**src/rtl/xhv_consts.vh**
```
// constants for the exposure handshake and video output block
`ifndef XHV_CONSTS_VH
`define XHV_CONSTS_VH

// ---------------------------------------------------------------
// register map
// ---------------------------------------------------------------
`define XHV_OFS_CTRL 12'h000
`define XHV_OFS_STATUS 12'h004
`define XHV_OFS_GEOM_H 12'h008
`define XHV_OFS_GEOM_V 12'h00c
`define XHV_OFS_FRAMES 12'h010
`define XHV_CTRL_VIDEO_EN 0
`define XHV_CTRL_EXPOSE_EN 1
`define XHV_CTRL_RST 2'h0
`define XHV_ST_ARM_ERR 8
`define XHV_GEOM_H_RST 32'h0529_0535
`define XHV_GEOM_V_RST 32'h0300_0320
`define XHV_RESP_OKAY 2'h0
`define XHV_RESP_SLVERR 2'h2

// ---------------------------------------------------------------
// video timing and arming timeout
// ---------------------------------------------------------------
`define XHV_HSYNC_W 12'h008
`define XHV_VSYNC_W 12'h002
`define XHV_H_START 12'h008
`define XHV_V_START 12'h007
`define XHV_ARM_FRAMES 2'h3

// ---------------------------------------------------------------
// time figures
// ---------------------------------------------------------------
`define XHV_CLK_HZ 25000000
`define XHV_HEALTH_TIME_S 30
`define XHV_HEALTH_CYCLES (`XHV_HEALTH_TIME_S * `XHV_CLK_HZ)

`endif

```
**src/rtl/xhv_top.v**
```verilog
// exposure handshake, video timing and axi4-lite registers
//
// Decided for this implementation: the register offsets and the AXI4-Lite register port.
`timescale 1ns/1ns
`default_nettype none
`include "xhv_consts.vh"
module xhv_top #(
  parameter [31:0] HEALTH_CYCLES = `XHV_HEALTH_CYCLES
) (
  input wire clock,
  input wire arst_n,
  input wire ce,
  input wire [11:0] s_axi_awaddr,
  input wire s_axi_awvalid,
  output reg s_axi_awready,
  input wire [31:0] s_axi_wdata,
  input wire [3:0] s_axi_wstrb,
  input wire s_axi_wvalid,
  output reg s_axi_wready,
  output reg [1:0] s_axi_bresp,
  output reg s_axi_bvalid,
  input wire s_axi_bready,
  input wire [11:0] s_axi_araddr,
  input wire s_axi_arvalid,
  output reg s_axi_arready,
  output reg [31:0] s_axi_rdata,
  output reg [1:0] s_axi_rresp,
  output reg s_axi_rvalid,
  input wire s_axi_rready,
  input wire pixel_clock,
  input wire beam_at_intensity,
  input wire expose_request,
  input wire [15:0] pixel_in,
  output reg pixel_take,
  output reg detector_ok_flag,
  output reg detector_armed,
  output reg expose_ok_n,
  output wire frame_exposed_tag,
  output reg rad_frame_shown,
  output reg frame_sync_n,
  output reg line_sync_n,
  output reg pixel_valid_n,
  output reg [15:0] pixel_data
);
  // ---------------------------------------------------------------
  // register select and byte-lane helpers
  // ---------------------------------------------------------------
  localparam [2:0] SEL_CTRL = 3'h0;
  localparam [2:0] SEL_STATUS = 3'h1;
  localparam [2:0] SEL_GEOM_H = 3'h2;
  localparam [2:0] SEL_GEOM_V = 3'h3;
  localparam [2:0] SEL_FRAMES = 3'h4;
  localparam [2:0] SEL_NONE = 3'h7;
  // address decode shared by the read and write paths
  function [2:0] reg_sel;
    input [11:0] addr;
    begin
      case (addr)
        `XHV_OFS_CTRL: reg_sel = SEL_CTRL;
        `XHV_OFS_STATUS: reg_sel = SEL_STATUS;
        `XHV_OFS_GEOM_H: reg_sel = SEL_GEOM_H;
        `XHV_OFS_GEOM_V: reg_sel = SEL_GEOM_V;
        `XHV_OFS_FRAMES: reg_sel = SEL_FRAMES;
        default: reg_sel = SEL_NONE;
      endcase
    end
  endfunction
  // merge written bytes into an old word
  function [31:0] apply_strb;
    input [31:0] old_v;
    input [31:0] new_v;
    input [3:0] strb;
    integer b;
    begin
      apply_strb = old_v;
      for (b = 0; b < 4; b = b + 1) begin
        if (strb[b]) begin
          apply_strb[b*8 +: 8] = new_v[b*8 +: 8];
        end
      end
    end
  endfunction

  // ---------------------------------------------------------------
  // input synchronisers
  // ---------------------------------------------------------------
  wire [2:0] sync_w;
  wire pclk_s, beam_s, req_s;
  // pixel clock, beam and request all arrive asynchronously
  xhv_sync #(.W(3)) u_sync (
    .clock(clock),
    .arst_n(arst_n),
    .ce(ce),
    .async_in({expose_request, beam_at_intensity, pixel_clock}),
    .sync_out(sync_w)
  );
  assign pclk_s = sync_w[0];
  assign beam_s = sync_w[1];
  assign req_s = sync_w[2];

  // ---------------------------------------------------------------
  // registers
  // ---------------------------------------------------------------
  reg [1:0] ctrl_q;
  reg [31:0] geom_h_q;
  reg [31:0] geom_v_q;
  reg [15:0] frames_q;
  reg arm_err_q;
  reg aw_full_q, w_full_q;
  reg [11:0] awaddr_q;
  reg [31:0] wdata_q;
  reg [3:0] wstrb_q;
  wire video_en, expose_en, wr_go, arm_err_set;
  wire [2:0] wr_sel;
  wire [31:0] status_w, ctrl_wr_w;
  assign video_en = ctrl_q[`XHV_CTRL_VIDEO_EN];
  assign expose_en = ctrl_q[`XHV_CTRL_EXPOSE_EN];
  assign wr_go = aw_full_q & w_full_q & ~s_axi_bvalid;
  assign wr_sel = reg_sel(awaddr_q);
  assign ctrl_wr_w = apply_strb({30'h0, ctrl_q}, wdata_q, wstrb_q);
  // status word: live state in the low byte, sticky error above
  assign status_w = {23'h000000, arm_err_q, 3'h0, frame_exposed_tag, beam_s, req_s,
                     detector_armed, detector_ok_flag};
  // write address and data channels, taken in either order
  always @(posedge clock or negedge arst_n) begin
    if (!arst_n) begin
      s_axi_awready <= 1'b1;
      s_axi_wready <= 1'b1;
      aw_full_q <= 1'b0;
      w_full_q <= 1'b0;
      awaddr_q <= 12'h000;
      wdata_q <= 32'h0000_0000;
      wstrb_q <= 4'h0;
      s_axi_bvalid <= 1'b0;
      s_axi_bresp <= `XHV_RESP_OKAY;
    end else if (ce) begin
      if (s_axi_awvalid && s_axi_awready) begin
        awaddr_q <= s_axi_awaddr;
        aw_full_q <= 1'b1;
        s_axi_awready <= 1'b0;
      end
      if (s_axi_wvalid && s_axi_wready) begin
        wdata_q <= s_axi_wdata;
        wstrb_q <= s_axi_wstrb;
        w_full_q <= 1'b1;
        s_axi_wready <= 1'b0;
      end
      if (wr_go) begin
        aw_full_q <= 1'b0;
        w_full_q <= 1'b0;
        s_axi_bvalid <= 1'b1;
        s_axi_bresp <= (wr_sel == SEL_NONE) ? `XHV_RESP_SLVERR : `XHV_RESP_OKAY;
      end
      if (s_axi_bvalid && s_axi_bready) begin
        s_axi_bvalid <= 1'b0;
        s_axi_awready <= 1'b1;
        s_axi_wready <= 1'b1;
      end
    end
  end
  // writable registers
  always @(posedge clock or negedge arst_n) begin
    if (!arst_n) begin
      ctrl_q <= `XHV_CTRL_RST;
      geom_h_q <= `XHV_GEOM_H_RST;
      geom_v_q <= `XHV_GEOM_V_RST;
    end else if (ce && wr_go) begin
      case (wr_sel)
        SEL_CTRL: ctrl_q <= ctrl_wr_w[1:0];
        SEL_GEOM_H: geom_h_q <= apply_strb(geom_h_q, wdata_q, wstrb_q) & 32'h0fff_0fff;
        SEL_GEOM_V: geom_v_q <= apply_strb(geom_v_q, wdata_q, wstrb_q) & 32'h0fff_0fff;
        default: ctrl_q <= ctrl_q;
      endcase
    end
  end
  // read channel, one cycle from address to data
  always @(posedge clock or negedge arst_n) begin
    if (!arst_n) begin
      s_axi_arready <= 1'b1;
      s_axi_rvalid <= 1'b0;
      s_axi_rdata <= 32'h0000_0000;
      s_axi_rresp <= `XHV_RESP_OKAY;
    end else if (ce) begin
      if (s_axi_arvalid && s_axi_arready) begin
        s_axi_arready <= 1'b0;
        s_axi_rvalid <= 1'b1;
        s_axi_rresp <= `XHV_RESP_OKAY;
        case (reg_sel(s_axi_araddr))
          SEL_CTRL: s_axi_rdata <= {30'h0, ctrl_q};
          SEL_STATUS: s_axi_rdata <= status_w;
          SEL_GEOM_H: s_axi_rdata <= geom_h_q;
          SEL_GEOM_V: s_axi_rdata <= geom_v_q;
          SEL_FRAMES: s_axi_rdata <= {16'h0000, frames_q};
          default: begin
            s_axi_rdata <= 32'h0000_0000;
            s_axi_rresp <= `XHV_RESP_SLVERR;
          end
        endcase
      end else if (s_axi_rvalid && s_axi_rready) begin
        s_axi_rvalid <= 1'b0;
        s_axi_arready <= 1'b1;
      end
    end
  end

  // ---------------------------------------------------------------
  // pixel clock edge and video timing
  // ---------------------------------------------------------------
  reg pclk_d_q;
  reg [11:0] hcnt_q, vcnt_q;
  wire launch, h_last, v_last, in_active, frame_start, rd_start, rd_end;
  wire [11:0] h_total, h_act, v_total, v_act, h_end, v_end;
  assign h_total = geom_h_q[11:0];
  assign h_act = geom_h_q[27:16];
  assign v_total = geom_v_q[11:0];
  assign v_act = geom_v_q[27:16];
  assign h_end = h_act + `XHV_H_START;
  assign v_end = v_act + `XHV_V_START;
  assign h_last = (hcnt_q == h_total - 12'h001);
  assign v_last = (vcnt_q == v_total - 12'h001);
  // launch on the falling pixel clock edge as seen after the synchroniser, less than half a period before the rise
  assign launch = pclk_d_q & ~pclk_s & video_en;
  assign in_active = (hcnt_q >= `XHV_H_START) && (hcnt_q < h_end) &&
                     (vcnt_q >= `XHV_V_START) && (vcnt_q < v_end);
  assign frame_start = launch && (hcnt_q == 12'h000) && (vcnt_q == 12'h000);
  assign rd_start = launch && (hcnt_q == 12'h000) && (vcnt_q == `XHV_V_START);
  assign rd_end = launch && (hcnt_q == 12'h000) && (vcnt_q == v_end);
  // edge memory for the synchronised pixel clock
  always @(posedge clock or negedge arst_n) begin
    if (!arst_n) begin
      pclk_d_q <= 1'b0;
    end else if (ce) begin
      pclk_d_q <= pclk_s;
    end
  end
  // pixel and line counters, reset to frame origin while video is off
  always @(posedge clock or negedge arst_n) begin
    if (!arst_n) begin
      hcnt_q <= 12'h000;
      vcnt_q <= 12'h000;
    end else if (ce) begin
      if (!video_en) begin
        hcnt_q <= 12'h000;
        vcnt_q <= 12'h000;
      end else if (launch) begin
        if (h_last) begin
          hcnt_q <= 12'h000;
          vcnt_q <= v_last ? 12'h000 : vcnt_q + 12'h001;
        end else begin
          hcnt_q <= hcnt_q + 12'h001;
        end
      end
    end
  end
  // video outputs, updated at a launch point while video is on, idled at once while it is off
  always @(posedge clock or negedge arst_n) begin
    if (!arst_n) begin
      frame_sync_n <= 1'b1;
      line_sync_n <= 1'b1;
      pixel_valid_n <= 1'b1;
      pixel_data <= 16'h0000;
      pixel_take <= 1'b0;
    end else if (ce) begin
      pixel_take <= launch & in_active;
      if (!video_en) begin
        frame_sync_n <= 1'b1;
        line_sync_n <= 1'b1;
        pixel_valid_n <= 1'b1;
        pixel_data <= 16'h0000;
      end else if (launch) begin
        // both syncs fall together at the frame origin
        frame_sync_n <= ~(vcnt_q < `XHV_VSYNC_W);
        line_sync_n <= ~(hcnt_q < `XHV_HSYNC_W);
        pixel_valid_n <= ~in_active;
        pixel_data <= in_active ? pixel_in : 16'h0000;
      end
    end
  end
  // frame counter for software
  always @(posedge clock or negedge arst_n) begin
    if (!arst_n) begin
      frames_q <= 16'h0000;
    end else if (ce && frame_start) begin
      frames_q <= frames_q + 16'h0001;
    end
  end

  // ---------------------------------------------------------------
  // exposure handshake
  // ---------------------------------------------------------------
  reg [31:0] health_cnt_q;
  reg [1:0] arm_frames_q;
  wire acq_active;
  // acquisition follows the request, gated by video_en
  assign acq_active = req_s & video_en;
  // startup delay before the detector reports healthy
  always @(posedge clock or negedge arst_n) begin
    if (!arst_n) begin
      health_cnt_q <= 32'h0000_0000;
      detector_ok_flag <= 1'b0;
    end else if (ce) begin
      if (health_cnt_q >= HEALTH_CYCLES - 32'h0000_0001) begin
        detector_ok_flag <= 1'b1;
      end else begin
        health_cnt_q <= health_cnt_q + 32'h0000_0001;
      end
    end
  end
  // arming at the first frame start after the request, timeout after three
  always @(posedge clock or negedge arst_n) begin
    if (!arst_n) begin
      detector_armed <= 1'b0;
      arm_frames_q <= 2'h0;
    end else if (ce) begin
      if (!req_s) begin
        detector_armed <= 1'b0;
        arm_frames_q <= 2'h0;
      end else if (frame_start && !detector_armed) begin
        if (detector_ok_flag) begin
          detector_armed <= 1'b1;
        end
        if (arm_frames_q != `XHV_ARM_FRAMES) begin
          arm_frames_q <= arm_frames_q + 2'h1;
        end
      end
    end
  end
  assign arm_err_set = ce && req_s && frame_start && !detector_armed && !detector_ok_flag &&
                       (arm_frames_q == `XHV_ARM_FRAMES - 2'h1);
  // sticky error, a new timeout wins over a clear by software
  always @(posedge clock or negedge arst_n) begin
    if (!arst_n) begin
      arm_err_q <= 1'b0;
    end else if (arm_err_set) begin
      arm_err_q <= 1'b1;
    end else if (ce && wr_go && wr_sel == SEL_STATUS && wstrb_q[1] &&
                 wdata_q[`XHV_ST_ARM_ERR]) begin
      arm_err_q <= 1'b0;
    end
  end
  // permit and radiographic outputs
  always @(posedge clock or negedge arst_n) begin
    if (!arst_n) begin
      expose_ok_n <= 1'b1;
      rad_frame_shown <= 1'b0;
    end else if (ce) begin
      expose_ok_n <= ~(detector_armed & req_s & expose_en & detector_ok_flag);
      rad_frame_shown <= 1'b0;
    end
  end

  // ---------------------------------------------------------------
  // exposure judgement
  // ---------------------------------------------------------------
  xhv_expo_eval u_eval (
    .clock(clock),
    .arst_n(arst_n),
    .ce(ce),
    .running(acq_active),
    .beam_ok(beam_s),
    .frame_start(frame_start),
    .rd_start(rd_start),
    .rd_end(rd_end),
    .frame_exposed_tag(frame_exposed_tag)
  );
endmodule // xhv_top
`default_nettype wire

```
**src/rtl/xhv_sync.v**
```verilog
// two-flop synchroniser bank for inputs from outside the clock domain
`timescale 1ns/1ns
`default_nettype none
module xhv_sync #(
  parameter W = 3
) (
  input wire clock,
  input wire arst_n,
  input wire ce,
  input wire [W-1:0] async_in,
  output wire [W-1:0] sync_out
);
  genvar i;
  // one stage pair per bit, first stage read only by the second
  generate
    for (i = 0; i < W; i = i + 1) begin : g_bit
      reg meta_q;
      reg sync_q;
      always @(posedge clock or negedge arst_n) begin
        if (!arst_n) begin
          meta_q <= 1'b0;
          sync_q <= 1'b0;
        end else if (ce) begin
          meta_q <= async_in[i];
          sync_q <= meta_q;
        end
      end
      assign sync_out[i] = sync_q;
    end
  endgenerate
endmodule // xhv_sync
`default_nettype wire

```
**src/rtl/xhv_expo_eval.v**
```verilog
// per-frame exposure judgement and exposure tag output
`timescale 1ns/1ns
`default_nettype none
module xhv_expo_eval (
  input wire clock,
  input wire arst_n,
  input wire ce,
  input wire running,
  input wire beam_ok,
  input wire frame_start,
  input wire rd_start,
  input wire rd_end,
  output reg frame_exposed_tag
);
  reg frm_acc_q;
  reg prev_ok_q;
  reg rd_acc_q;
  // frm_acc: beam held over the whole current frame period
  // prev_ok: beam held over the whole previous frame period
  // rd_acc: beam held over the readout of the current frame
  always @(posedge clock or negedge arst_n) begin
    if (!arst_n) begin
      frm_acc_q <= 1'b0;
      prev_ok_q <= 1'b0;
      rd_acc_q <= 1'b0;
      frame_exposed_tag <= 1'b0;
    end else if (ce) begin
      if (!running) begin
        frm_acc_q <= 1'b0;
        prev_ok_q <= 1'b0;
        rd_acc_q <= 1'b0;
        frame_exposed_tag <= 1'b0;
      end else begin
        if (frame_start) begin
          prev_ok_q <= frm_acc_q;
          frm_acc_q <= beam_ok;
        end else begin
          frm_acc_q <= frm_acc_q & beam_ok;
        end
        if (rd_start) begin
          rd_acc_q <= beam_ok;
        end else begin
          rd_acc_q <= rd_acc_q & beam_ok;
        end
        // while running, tag changes only at readout end, so it holds through vblank; it clears at once when running drops
        if (rd_end) begin
          frame_exposed_tag <= prev_ok_q & rd_acc_q & beam_ok;
        end
      end
    end
  end
endmodule // xhv_expo_eval
`default_nettype wire

```
**config.mk**
```make
export PLATFORM = sky130hd
export DESIGN_NAME = xhv_top
export DESIGN_NICKNAME = d
export VERILOG_FILES = /design/src/rtl/xhv_top.v /design/src/rtl/xhv_sync.v /design/src/rtl/xhv_expo_eval.v
export VERILOG_INCLUDE_DIRS = /design/src /design/src/rtl
export SDC_FILE = /design/constraint.sdc
export NUM_CORES = 1
export LEC_CHECK = 0
export BUFFER_PORTS_ARGS = -buffer_cell sky130_fd_sc_hd__buf_4
export CAP_MARGIN = 30
export CORE_ASPECT_RATIO = 0.6
export CORE_MARGIN = 2
export CORE_UTILIZATION = 41
export CTS_CLUSTER_DIAMETER = 200
export DETAILED_ROUTE_END_ITERATION = 6
export GPL_TIMING_DRIVEN = 0
export PLACE_DENSITY = 0.69
export SLEW_MARGIN = 20
export SYNTH_ARGS = -nofsm -noshare
export SYNTH_HDL_FRONTEND = slang
export SYNTH_HIERARCHICAL = 1
export SYNTH_SLANG_ARGS = --single-unit
```
**constraint.sdc**
```tcl
create_clock -name clock -period 3.4 [get_ports clock]
set_input_delay 0 -clock clock [delete_from_list [all_inputs] [get_ports clock]]
set_output_delay 0 -clock clock [all_outputs]
set_load 0.01 [all_outputs]
```
==> flow_summary.toml, run 1 <==
[run_status]
status = "complete, but fails checks"
violations = "hold timing"

[critical_path]
cp.arrival_ps = 3630
critPathMaxStageDelay_ps = 500
critPathMaxFanout = 10
cp.required_ps = 3860
start_kind = "register"
critical_path_class = "register to register"
cp_slowest_cell = "or3b_2"
cp-end-kind = "register"
path_cells = "clkbuf_1 > inv_1 > ha_1 > or3b_2 > or4_1 > nand3_1 > or2_2 > and4_1 > buf_2 > a41oi_1 > a31oi_1"

[placed_design]
gp_congestion = 0.893
numPortBuffers = 136
hpwl_mm = 23.8
post-place-ws_ps = -313

[timing]
worst_slew_pin_slew_ps = 945
hold_viol_final = 1
slew_headroom_pct = 36.8
fin_crit_sh_pct = 93.2
finClkSkew_ps = 9.69
rsz0062_at_grt = "no"
finalSetupTns_ps = 0
whs_ps = -18.2
fin_crit_ps = 3170
fmax_mhz = 315
setup_slack_ps = 230
setup_viol = 0
drv_slew = 0

[min_path]
hp-class = "input pin to register"

[cells_and_area]
layout_common_cells = "dfrtp_1, buf_4, nand2_1"
seq_area_sq_um = 5930
layout_commonest_cell = "dfrtp_1"
area_growth_pct = 26.7
fin_util_pct = 52.8
nets = 1478
layout-drive-gt1-share_pct = 24.7
multiInputGateArea_sq_um = 5650
fillers = 2570

[synthesis]
synth_ff_type = "dfrtp_1"
ys_seq_area_share_pct = 49.6
synth.avg_cell_area_sq_um = 10.7
synthCells = 1114
synth_area_sq_um = 12000
synth_edf_count = 0
ys_seq_elements = 236
synth_cell_types = 72
ys_async_sr_fraction_pct = 100
synth-warning-count = 6

[routing]
wire_per_inst_um = 18.8
antenna_left = 0
wl_met1_mm = 16.2
viasPerCell = 5.49
drt-total-wl_mm = 32.9
wl_met2_mm = 13.5
drc = 0
met3_wirelength_mm = 2.44
top_layer_used = "met4"
num_vias = 9601
first_iter_violations = 751
drtPass1Iterations = 7

[global_routing]
grt_max_degree = 97
grt_pass1_vias = 9379
antenna_found_initial = 1
grt_pass1_wl_mm = 52.3
grt.overflow.total = 0
grtUsageTotal_pct = 21.8

[clock_tree]
clockBufferDepth = 3
clock_sink_count = 236
cts.clk_slew.worst_paths_ps = 70
numCtsBuffers = 24
cts_tree = "built"
cts_root_buffer = "clkbuf_16"
htree_num_levels = 1
clk_latency_ps = 530
postCtsSetupRepairBufs = 0

[floorplanning]
die_w_um = 225
initial_core_util_pct = 41.7
coreArea_sq_um = 28700
die_h_um = 136
die_area_sq_um = 30600
io_pins = 153
row_count = 48

[pwr]
p_leak_nw = 7.02
finalPower_mw = 7.29
cellPowerDensity_nw_per_um2 = 481
ir_drop_mv = 0.382

[run]
drv_cap = 0
[registers in the layout, indices dropped and copies added (netlist names), 12 cells and up]
register      cells
awaddr_q         12
geom_h_q         24
s_axi_rdata      28
frames_q         16
hcnt_q           12
vcnt_q           12
pixel_data       16
health_cnt_q     32
geom_v_q         24
wdata_q          24
[critical path: cells and delay by family, from the launching register on]
| family | cells | cell delay, ps |
|---|---|---|
| simple gates | 5 | 1490 |
| buf+inv | 3 | 640 |
| flops | 1 | 360 |
| compound gates | 2 | 300 |
| fa+ha+maj | 1 | 280 |
[cell type report]
type,count,share of cell area [%]
flip-flops and latches,236,39.1
multi-input cells,790,37.3
repair buffers,211,11.9
clock buffers,33,4.72
well taps,375,3.09
plain buffers,60,1.98
clock inverters,11,1.08
inverters,33,0.817
diodes,1,0.0165
[logic make-up (layout without fill, tap and decap cells)]
kind of cell    after synthesis  in the layout  synth area share (%)
simple gates                369            369                  15.8
flops                       236            236                  49.6
compound gates              180            180                  10.4
mux                         107            107                  10.2
buf+inv                      94            348                  3.57
xor+xnor                     92             92                  6.73
fa+ha+maj                    35             35                  3.66
other cells                   1              8                0.0313
[cells in the mapped netlist, types with 3 or more instances]
library cell,number,area (sq um)
nor3_1,28,140
xor2_1,41,359
xnor2_1,51,447
inv_1,33,124
nor2_1,56,210
dfstp_2,23,604
or3b_2,3,26.3
a31oi_1,13,81.3
buf_1,3,11.3
a211oi_1,3,22.5
a21oi_1,29,145
nand3_1,58,290
nor4_1,9,56.3
or4_1,3,22.5
o21ai_1,3,15.0
o21a_1,4,30.0
mux2i_1,8,80.1
and2_1,3,18.8
buf_4,10,75.1
and3_1,25,156
buf_6,4,45.0
nor2b_1,11,68.8
a21boi_0,3,22.5
nand2_1,104,390
mux2_2,93,1050
ha_1,35,438
a22o_1,18,158
clkbuf_1,39,146
a21o_1,11,82.6
nor4b_1,4,35.0
a41oi_1,6,52.6
o21ai_0,40,200
nand4_1,23,144
mux2_4,6,90.1
dfrtp_1,213,5330
and4_1,5,43.8
buf_2,5,25.0
nand4b_1,6,52.6
and3b_1,3,26.3
a22oi_1,13,97.6
or3_1,5,31.3
a222oi_1,10,100
nand3b_1,8,60.1
nand2b_1,6,37.5
[worst paths after layout]
path / slack [ps] / cells past startpoint / start / endpoint
setup / recovery: 230 / 11 / geom_h_q[0] / vcnt_q[6]
hold / removal: -20 / 5 / s_axi_araddr[3] / s_axi_rdata[4]
setup reg to reg: 230 / 11 / geom_h_q[0] / vcnt_q[6]
hold reg to reg: 460 / 1 / health_cnt_q[30] / health_cnt_q[30]
max in group asynchronous: 2410 / 3 / arst_n / s_axi_wready
min in group asynchronous: 60 / 2 / arst_n / s_axi_rdata[15]
[repair_timing]
| action | 4_1_cts | 5_1_grt |
|---|---|---|
| pin swaps | 0 | 0 |
| endpoints found under the setup margin | 10 | 14 |
| hold buffers | 71 | 0 |
| gates resized for setup | 1 | 5 |
| endpoints found under the hold margin | 157 | 0 |
[power breakdown]
| part | internal (mW) | switching (mW) |
|---|---|---|
| Clock | 1.78 | 1.16 |
| Combinational | 0.515 | 0.368 |
| Sequential | 3.16 | 0.314 |
| Total | 5.45 | 1.84 |
[metrics by stage]
stage | area (sq um) | std cells
finish | 15200 | 1750
floorplan | 12000 | 1120
detailed placement | 13500 | 1633
global placement | 13500 | 1631
CTS | 15100 | 1747
global route | 15200 | 1750
[layer usage]
layer	vias to the layer above	global-route usage, %
met3	41	4.43
met2	325	30.7
met4	0	5.22
li1	4487	-
met5	-	0
met1	4748	33.9
Note: power is estimated with default switching activity, not from simulation.
==> run 2, diff against run 1 <==
--- a/config.mk
+++ b/config.mk
@@ -13,8 +13,8 @@
 export CORE_UTILIZATION = 41
 export CTS_CLUSTER_DIAMETER = 200
 export DETAILED_ROUTE_END_ITERATION = 6
-export GPL_TIMING_DRIVEN = 0
 export PLACE_DENSITY = 0.69
+export SETUP_SLACK_MARGIN = 0.02
 export SLEW_MARGIN = 20
 export SYNTH_ARGS = -nofsm -noshare
 export SYNTH_HDL_FRONTEND = slang
==> run 2 against run 1 <==
- the flow now finishes without violations
- sequential power barely moved
- flip-flop and latch count did not move
- die area did not move
- first-iteration DRC count rose by 5.7%
- via count fell by 0.58%
- combinational power fell by 7.5%
- sequential share of layout area rose by 0.60 points
- utilization fell by 0.80 points
- critical path type unchanged
- critical endpoint unchanged
==> flow_summary.toml, run 2 (synthesis results as in run 1) <==
[run_status]
status = "complete, no violations"

[critical_path]
crit_start = "geom_h_q[1]"
cp.arrival_ps = 3510
reg2reg_to = "vcnt_q[6]"
cp.required_ps = 3850
cp-end-kind = "register"
endpoint = "vcnt_q[6]"
critical_path_class = "register to register"
r2r_start = "geom_h_q[1]"
rrSetupSlack_ps = 340
path_buf_inv = 1
r2r_cells = 9
cp_slowest_cell = "and4_1"
critPathMaxFanout = 13
critPathTopFamily = "simple AND/OR/NAND/NOR gates"
start_kind = "register"
crit_cells = 9
critPathMaxStageDelay_ps = 540
path_cells = "inv_1 > ha_1 > or3b_2 > or4_1 > nand3_1 > or2_2 > and4_1 > a41oi_1 > a31oi_1"

[pwr]
finalPower_mw = 7.07
p_leak_nw = 6.95
p_switching_mw = 1.79
clockPowerShare_pct = 39.2
combPwrFrac_pct = 11.5
ir_drop_mv = 0.325
cellPowerDensity_nw_per_um2 = 473
swShare_pct = 25.4
pwr-share-seq_pct = 49.2
cell_internal_pwr_mw = 5.28

[min_path]
hp-class = "input pin to register"

[cells_and_area]
stdcell_area_sq_um = 14900
nets = 1440
area_growth_pct = 24.8
layout_commonest_cell = "dfrtp_1"
largest_reg_flops = 32
reg.largest.list = "health_cnt_q: 32 flops, s_axi_rdata: 28 flops"
fin_util_pct = 52.0
layoutNonFillerInstCount = 1712
layout-drive-gt1-share_pct = 25.5
seq_area_sq_um = 5930
top_register = "health_cnt_q"
multiInputGateArea_sq_um = 5640
layout_common_cells = "dfrtp_1, buf_4, nand2_1"
fillers = 2501

[routing]
drc = 0
first_iter_violations = 794
num_vias = 9545
drtPass1Iterations = 6
wire_per_inst_um = 18.4
viasPerCell = 5.58
antenna_left = 0
drt-total-wl_mm = 31.5

[timing]
setup_viol = 0
hold_viol_final = 0
fin_crit_sh_pct = 89.9
finClkSkew_ps = 8.57
slew_headroom_pct = 38.4
finalSetupTns_ps = 0
fmax_mhz = 327
worst_slew_pin_slew_ps = 923
fin_crit_ps = 3060
whs_ps = 53.2
setup_slack_ps = 343
drv_slew = 0
rsz0062_at_grt = "no"

[floorplanning]
row_count = 48
die_area_sq_um = 30600
die_w_um = 225
die_h_um = 136
coreArea_sq_um = 28700
initial_core_util_pct = 41.7
io_pins = 153

[placed_design]
hpwl_mm = 22.1
dp.cells = 1599
post-place-ws_ps = 375
numPortBuffers = 137
placed_cell_area_sq_um = 13400
gp_congestion = 0.843

[global_routing]
grt.overflow.total = 0
grt_max_degree = 121
grtUsageTotal_pct = 20.8
grt_pass1_wl_mm = 50.4
antenna_found_initial = 1
grt_pass1_vias = 9195

[run]
drv_cap = 0

[clock_tree]
numCtsBuffers = 24
clk_latency_ps = 530
htree_num_levels = 1
postCtsHoldBufs = 67
cts_root_buffer = "clkbuf_16"
cts.repair.resized = 0
clock_sink_count = 236
cts.clk_slew.worst_paths_ps = 70
cts_tree = "built"
postCtsSetupRepairBufs = 0
clockBufferDepth = 3
run 2: how the worst min path moves through the flow:
stage | start | end | slack [ps] | cells after the start
final | s_axi_araddr[4] | s_axi_rdata[4] | 50 | 5
after global routing | s_axi_araddr[4] | s_axi_rdata[4] | 70 | 5
after CTS | s_axi_araddr[4] | s_axi_rdata[2] | 60 | 5
after detailed placement | arst_n | s_axi_rdata[15] | 160 | 1
after global placement | arst_n | wdata_q[7] | 160 | 1
after floorplan | arst_n | arm_err_q | -300 | 0
run 2: area by class of cell:
class                      instances  share of cell area, %
timing repair buffer             233                   13.0
clock inverter                    10                  0.863
antenna                            1                 0.0168
sequential                       236                   39.7
multi-input combinational        790                   37.8
clock buffer                      34                   4.62
inverter                          33                  0.829
tap                              375                   3.14
run 2: worst min-delay path, delay by kind of cell:
family / cells / cell delay (ps)
buffers and inverters: 1 / 130
AND/OR/NAND/NOR: 2 / 180
AO/OA/AOI/OAI: 2 / 230
run 2: power by group through the flow:
stage	Sequential (mW)	Clock (mW)	Combinational [mW]
2_1_floorplan	3.39	0	0.505
3_3_place_gp	3.50	0	0.730
3_5_place_dp	3.52	0	0.750
4_1_cts	3.47	2.84	0.823
5_1_grt	3.52	2.95	0.904
6_report	3.48	2.77	0.816
run 2: layer usage:
metal,global-route usage (%),part of all wire (%),vias up
met2,29.5,41,370
met3,4.04,8.2,45
met1,32.5,49,4716
met4,4.30,1.6,0
li1,-,-,4414
met5,0,0,-
==> run 3, diff against run 2 <==
==> constraint.sdc (replaced) <==
create_clock -name clock -period 3.08 [get_ports clock]
set_input_delay 0 -clock clock [delete_from_list [all_inputs] [get_ports clock]]
set_output_delay 0 -clock clock [all_outputs]
set_load 0.01 [all_outputs]
==> run 3 against run 2 <==
- utilization grew 0.31 points
- setup slack got worse by 190 ps
- maximum frequency increased by 4.4%
- clock skew grew 1.7 ps
- count of clock-buffer cells in the layout up 2
- worst hold slack better by 4.6 ps
- power up 9.0%
- global-route usage increased by 0.085 points
- via count down 0.60%
- final area is 0.60% higher
- final cell count increased by 0.76%
- critical path depth increased by 4
==> flow_summary.toml, run 3 (synthesis results as in run 1) <==
[global_routing]
grt_pass1_vias = 9343
grt_pass1_wl_mm = 50.5
antenna_found_initial = 1
grt.overflow.total = 0
grt_max_degree = 140
grtUsageTotal_pct = 20.9

[timing]
whs_ps = 57.8
drv_slew = 0
finalSetupTns_ps = 0
finClkSkew_ps = 10.2
fin_crit_sh_pct = 95.0
hold_viol_final = 0
rsz0062_at_grt = "no"
setup_slack_ps = 153
fmax_mhz = 342
worst_slew_pin_slew_ps = 887
setup_viol = 0
fin_crit_ps = 2930
slew_headroom_pct = 40.0

[placed_design]
gp_congestion = 0.839
dp.cells = 1610
placed_cell_area_sq_um = 13500
hpwl_mm = 22.3
numPortBuffers = 137
post-place-ws_ps = 144

[min_path]
hp-class = "input pin to asynchronous set/reset pin"

[clock_tree]
htree_num_levels = 1
numCtsBuffers = 25
clock_sink_count = 236
cts_tree = "built"
clk_latency_ps = 540
cts_root_buffer = "clkbuf_16"
clockBufferDepth = 3
postCtsSetupRepairBufs = 0
cts.clk_slew.worst_paths_ps = 70

[critical_path]
r2r_cells = 13
path_buf_inv = 1
path_cells = "ha_1 > nand3_1 > nor2_1 > xnor2_1 > ha_1 > a21oi_1 > nor2b_1 > o21ai_0 > nand3_1 > nor3_1 > o311a_1 > buf_12 > a22o_1"
start_kind = "register"
critPathTopFamily = "compound AO/OA/AOI/OAI gates"
critPathMaxFanout = 18
critPathMaxStageDelay_ps = 590
cp.arrival_ps = 3400
r2r_start = "geom_h_q[19]"
rrSetupSlack_ps = 150
cp_slowest_cell = "dfstp_2"
reg2reg_to = "pixel_data[9]"
cp-end-kind = "register"
critical_path_class = "register to register"
cp.required_ps = 3550

[routing]
drtPass1Iterations = 5
wire_per_inst_um = 18.4
antenna_left = 0
num_vias = 9488
viasPerCell = 5.50
drt-total-wl_mm = 31.7
drc = 0
first_iter_violations = 742

[cells_and_area]
layoutNonFillerInstCount = 1725
reg.largest.list = "health_cnt_q: 32 flops, s_axi_rdata: 28 flops"
layout-drive-gt1-share_pct = 26.5
layout_commonest_cell = "dfrtp_1"
area_growth_pct = 25.6
layout_common_cells = "dfrtp_1, buf_4, nand2_1"
top_register = "health_cnt_q"
largest_reg_flops = 32
stdcell_area_sq_um = 15000
fillers = 2521
nets = 1452

[pwr]
ir_drop_mv = 0.519
p_leak_nw = 6.98
cellPowerDensity_nw_per_um2 = 513

[floorplanning]
coreArea_sq_um = 28700
die_w_um = 225
die_h_um = 136
die_area_sq_um = 30600
row_count = 48
initial_core_util_pct = 41.7
io_pins = 153

[run]
drv_cap = 0

[run_status]
status = "complete, no violations"
-- run 3: cell types whose count changed in the layout (fill, tap and decap cells not counted), moves of 2 or more --
cell        change
buf_4          +11
dfrtp_1         -3
dfrtp_2         +3
bufinv_16       -2
clkbuf_1        +2
clkinv_2        -2
clkinvlp_4      +2
-- run 3: layer usage --
| metal | vias up | GRT usage [%] | part of all wire (%) |
|---|---|---|---|
| met4 | 0 | 4.93 | 2.1 |
| li1 | 4441 | - | - |
| met3 | 39 | 4.91 | 7.2 |
| met5 | - | 0 | 0 |
| met1 | 4696 | 31.5 | 49 |
| met2 | 312 | 30.2 | 42 |
-- run 3: final cells by class --
cell class | count | area (sq um) | share of cell area, %
multi-input combinational | 790 | 5660 | 37.7
clock inverter | 10 | 91.3 | 0.608
sequential | 236 | 5940 | 39.5
inverter | 33 | 124 | 0.824
clock buffer | 36 | 697 | 4.64
antenna | 1 | 2.50 | 0.0167
tap | 375 | 469 | 3.12
timing repair buffer | 244 | 2040 | 13.6
-- run 3: power by group --
group	leakage [nW]	switching, mW	internal (mW)	total (mW)
clock	0.382	1.29	1.67	2.95
combinational	3.51	0.379	0.535	0.914
sequential	3.09	0.357	3.48	3.84
total	6.98	2.02	5.69	7.71
-- run 3: worst reg2reg max path, delay by kind of cell, from the launching register on --
family                     cells  cell delay [ps]
AOI/OAI and AO/OA              4              840
and+or+nand+nor                5              640
adders and majority gates      2              460
xor gates and xnor gates       1              150
DFF                            1              590
buffers and inverters          1              180
-- run 3: repair_timing --
item,CTS,global route
hold buffers,68,0
endpoints found under the setup margin,0,25
gates resized for setup,0,6
hold endpoints to repair,286,0
-- run 3: worst max path at each step --
stage / to / startpoint / depth (start not counted)
floorplan: pixel_data[10] / geom_h_q[19] / 14
global placement: vcnt_q[8] / geom_v_q[0] / 10
detailed placement: vcnt_q[8] / geom_v_q[0] / 10
CTS: vcnt_q[8] / geom_v_q[0] / 10
global route: vcnt_q[4] / geom_v_q[0] / 10
finish: pixel_data[9] / geom_h_q[19] / 13
-- run 3: per-stage QoR --
step / total power, mW / util, %
CTS: 7.76 / 52.3
global placement: 4.68 / 47.1
floorplan: 4.30 / -
detailed placement: 4.72 / 47.1
global route: 8.04 / 52.3
finish: 7.71 / 52.3
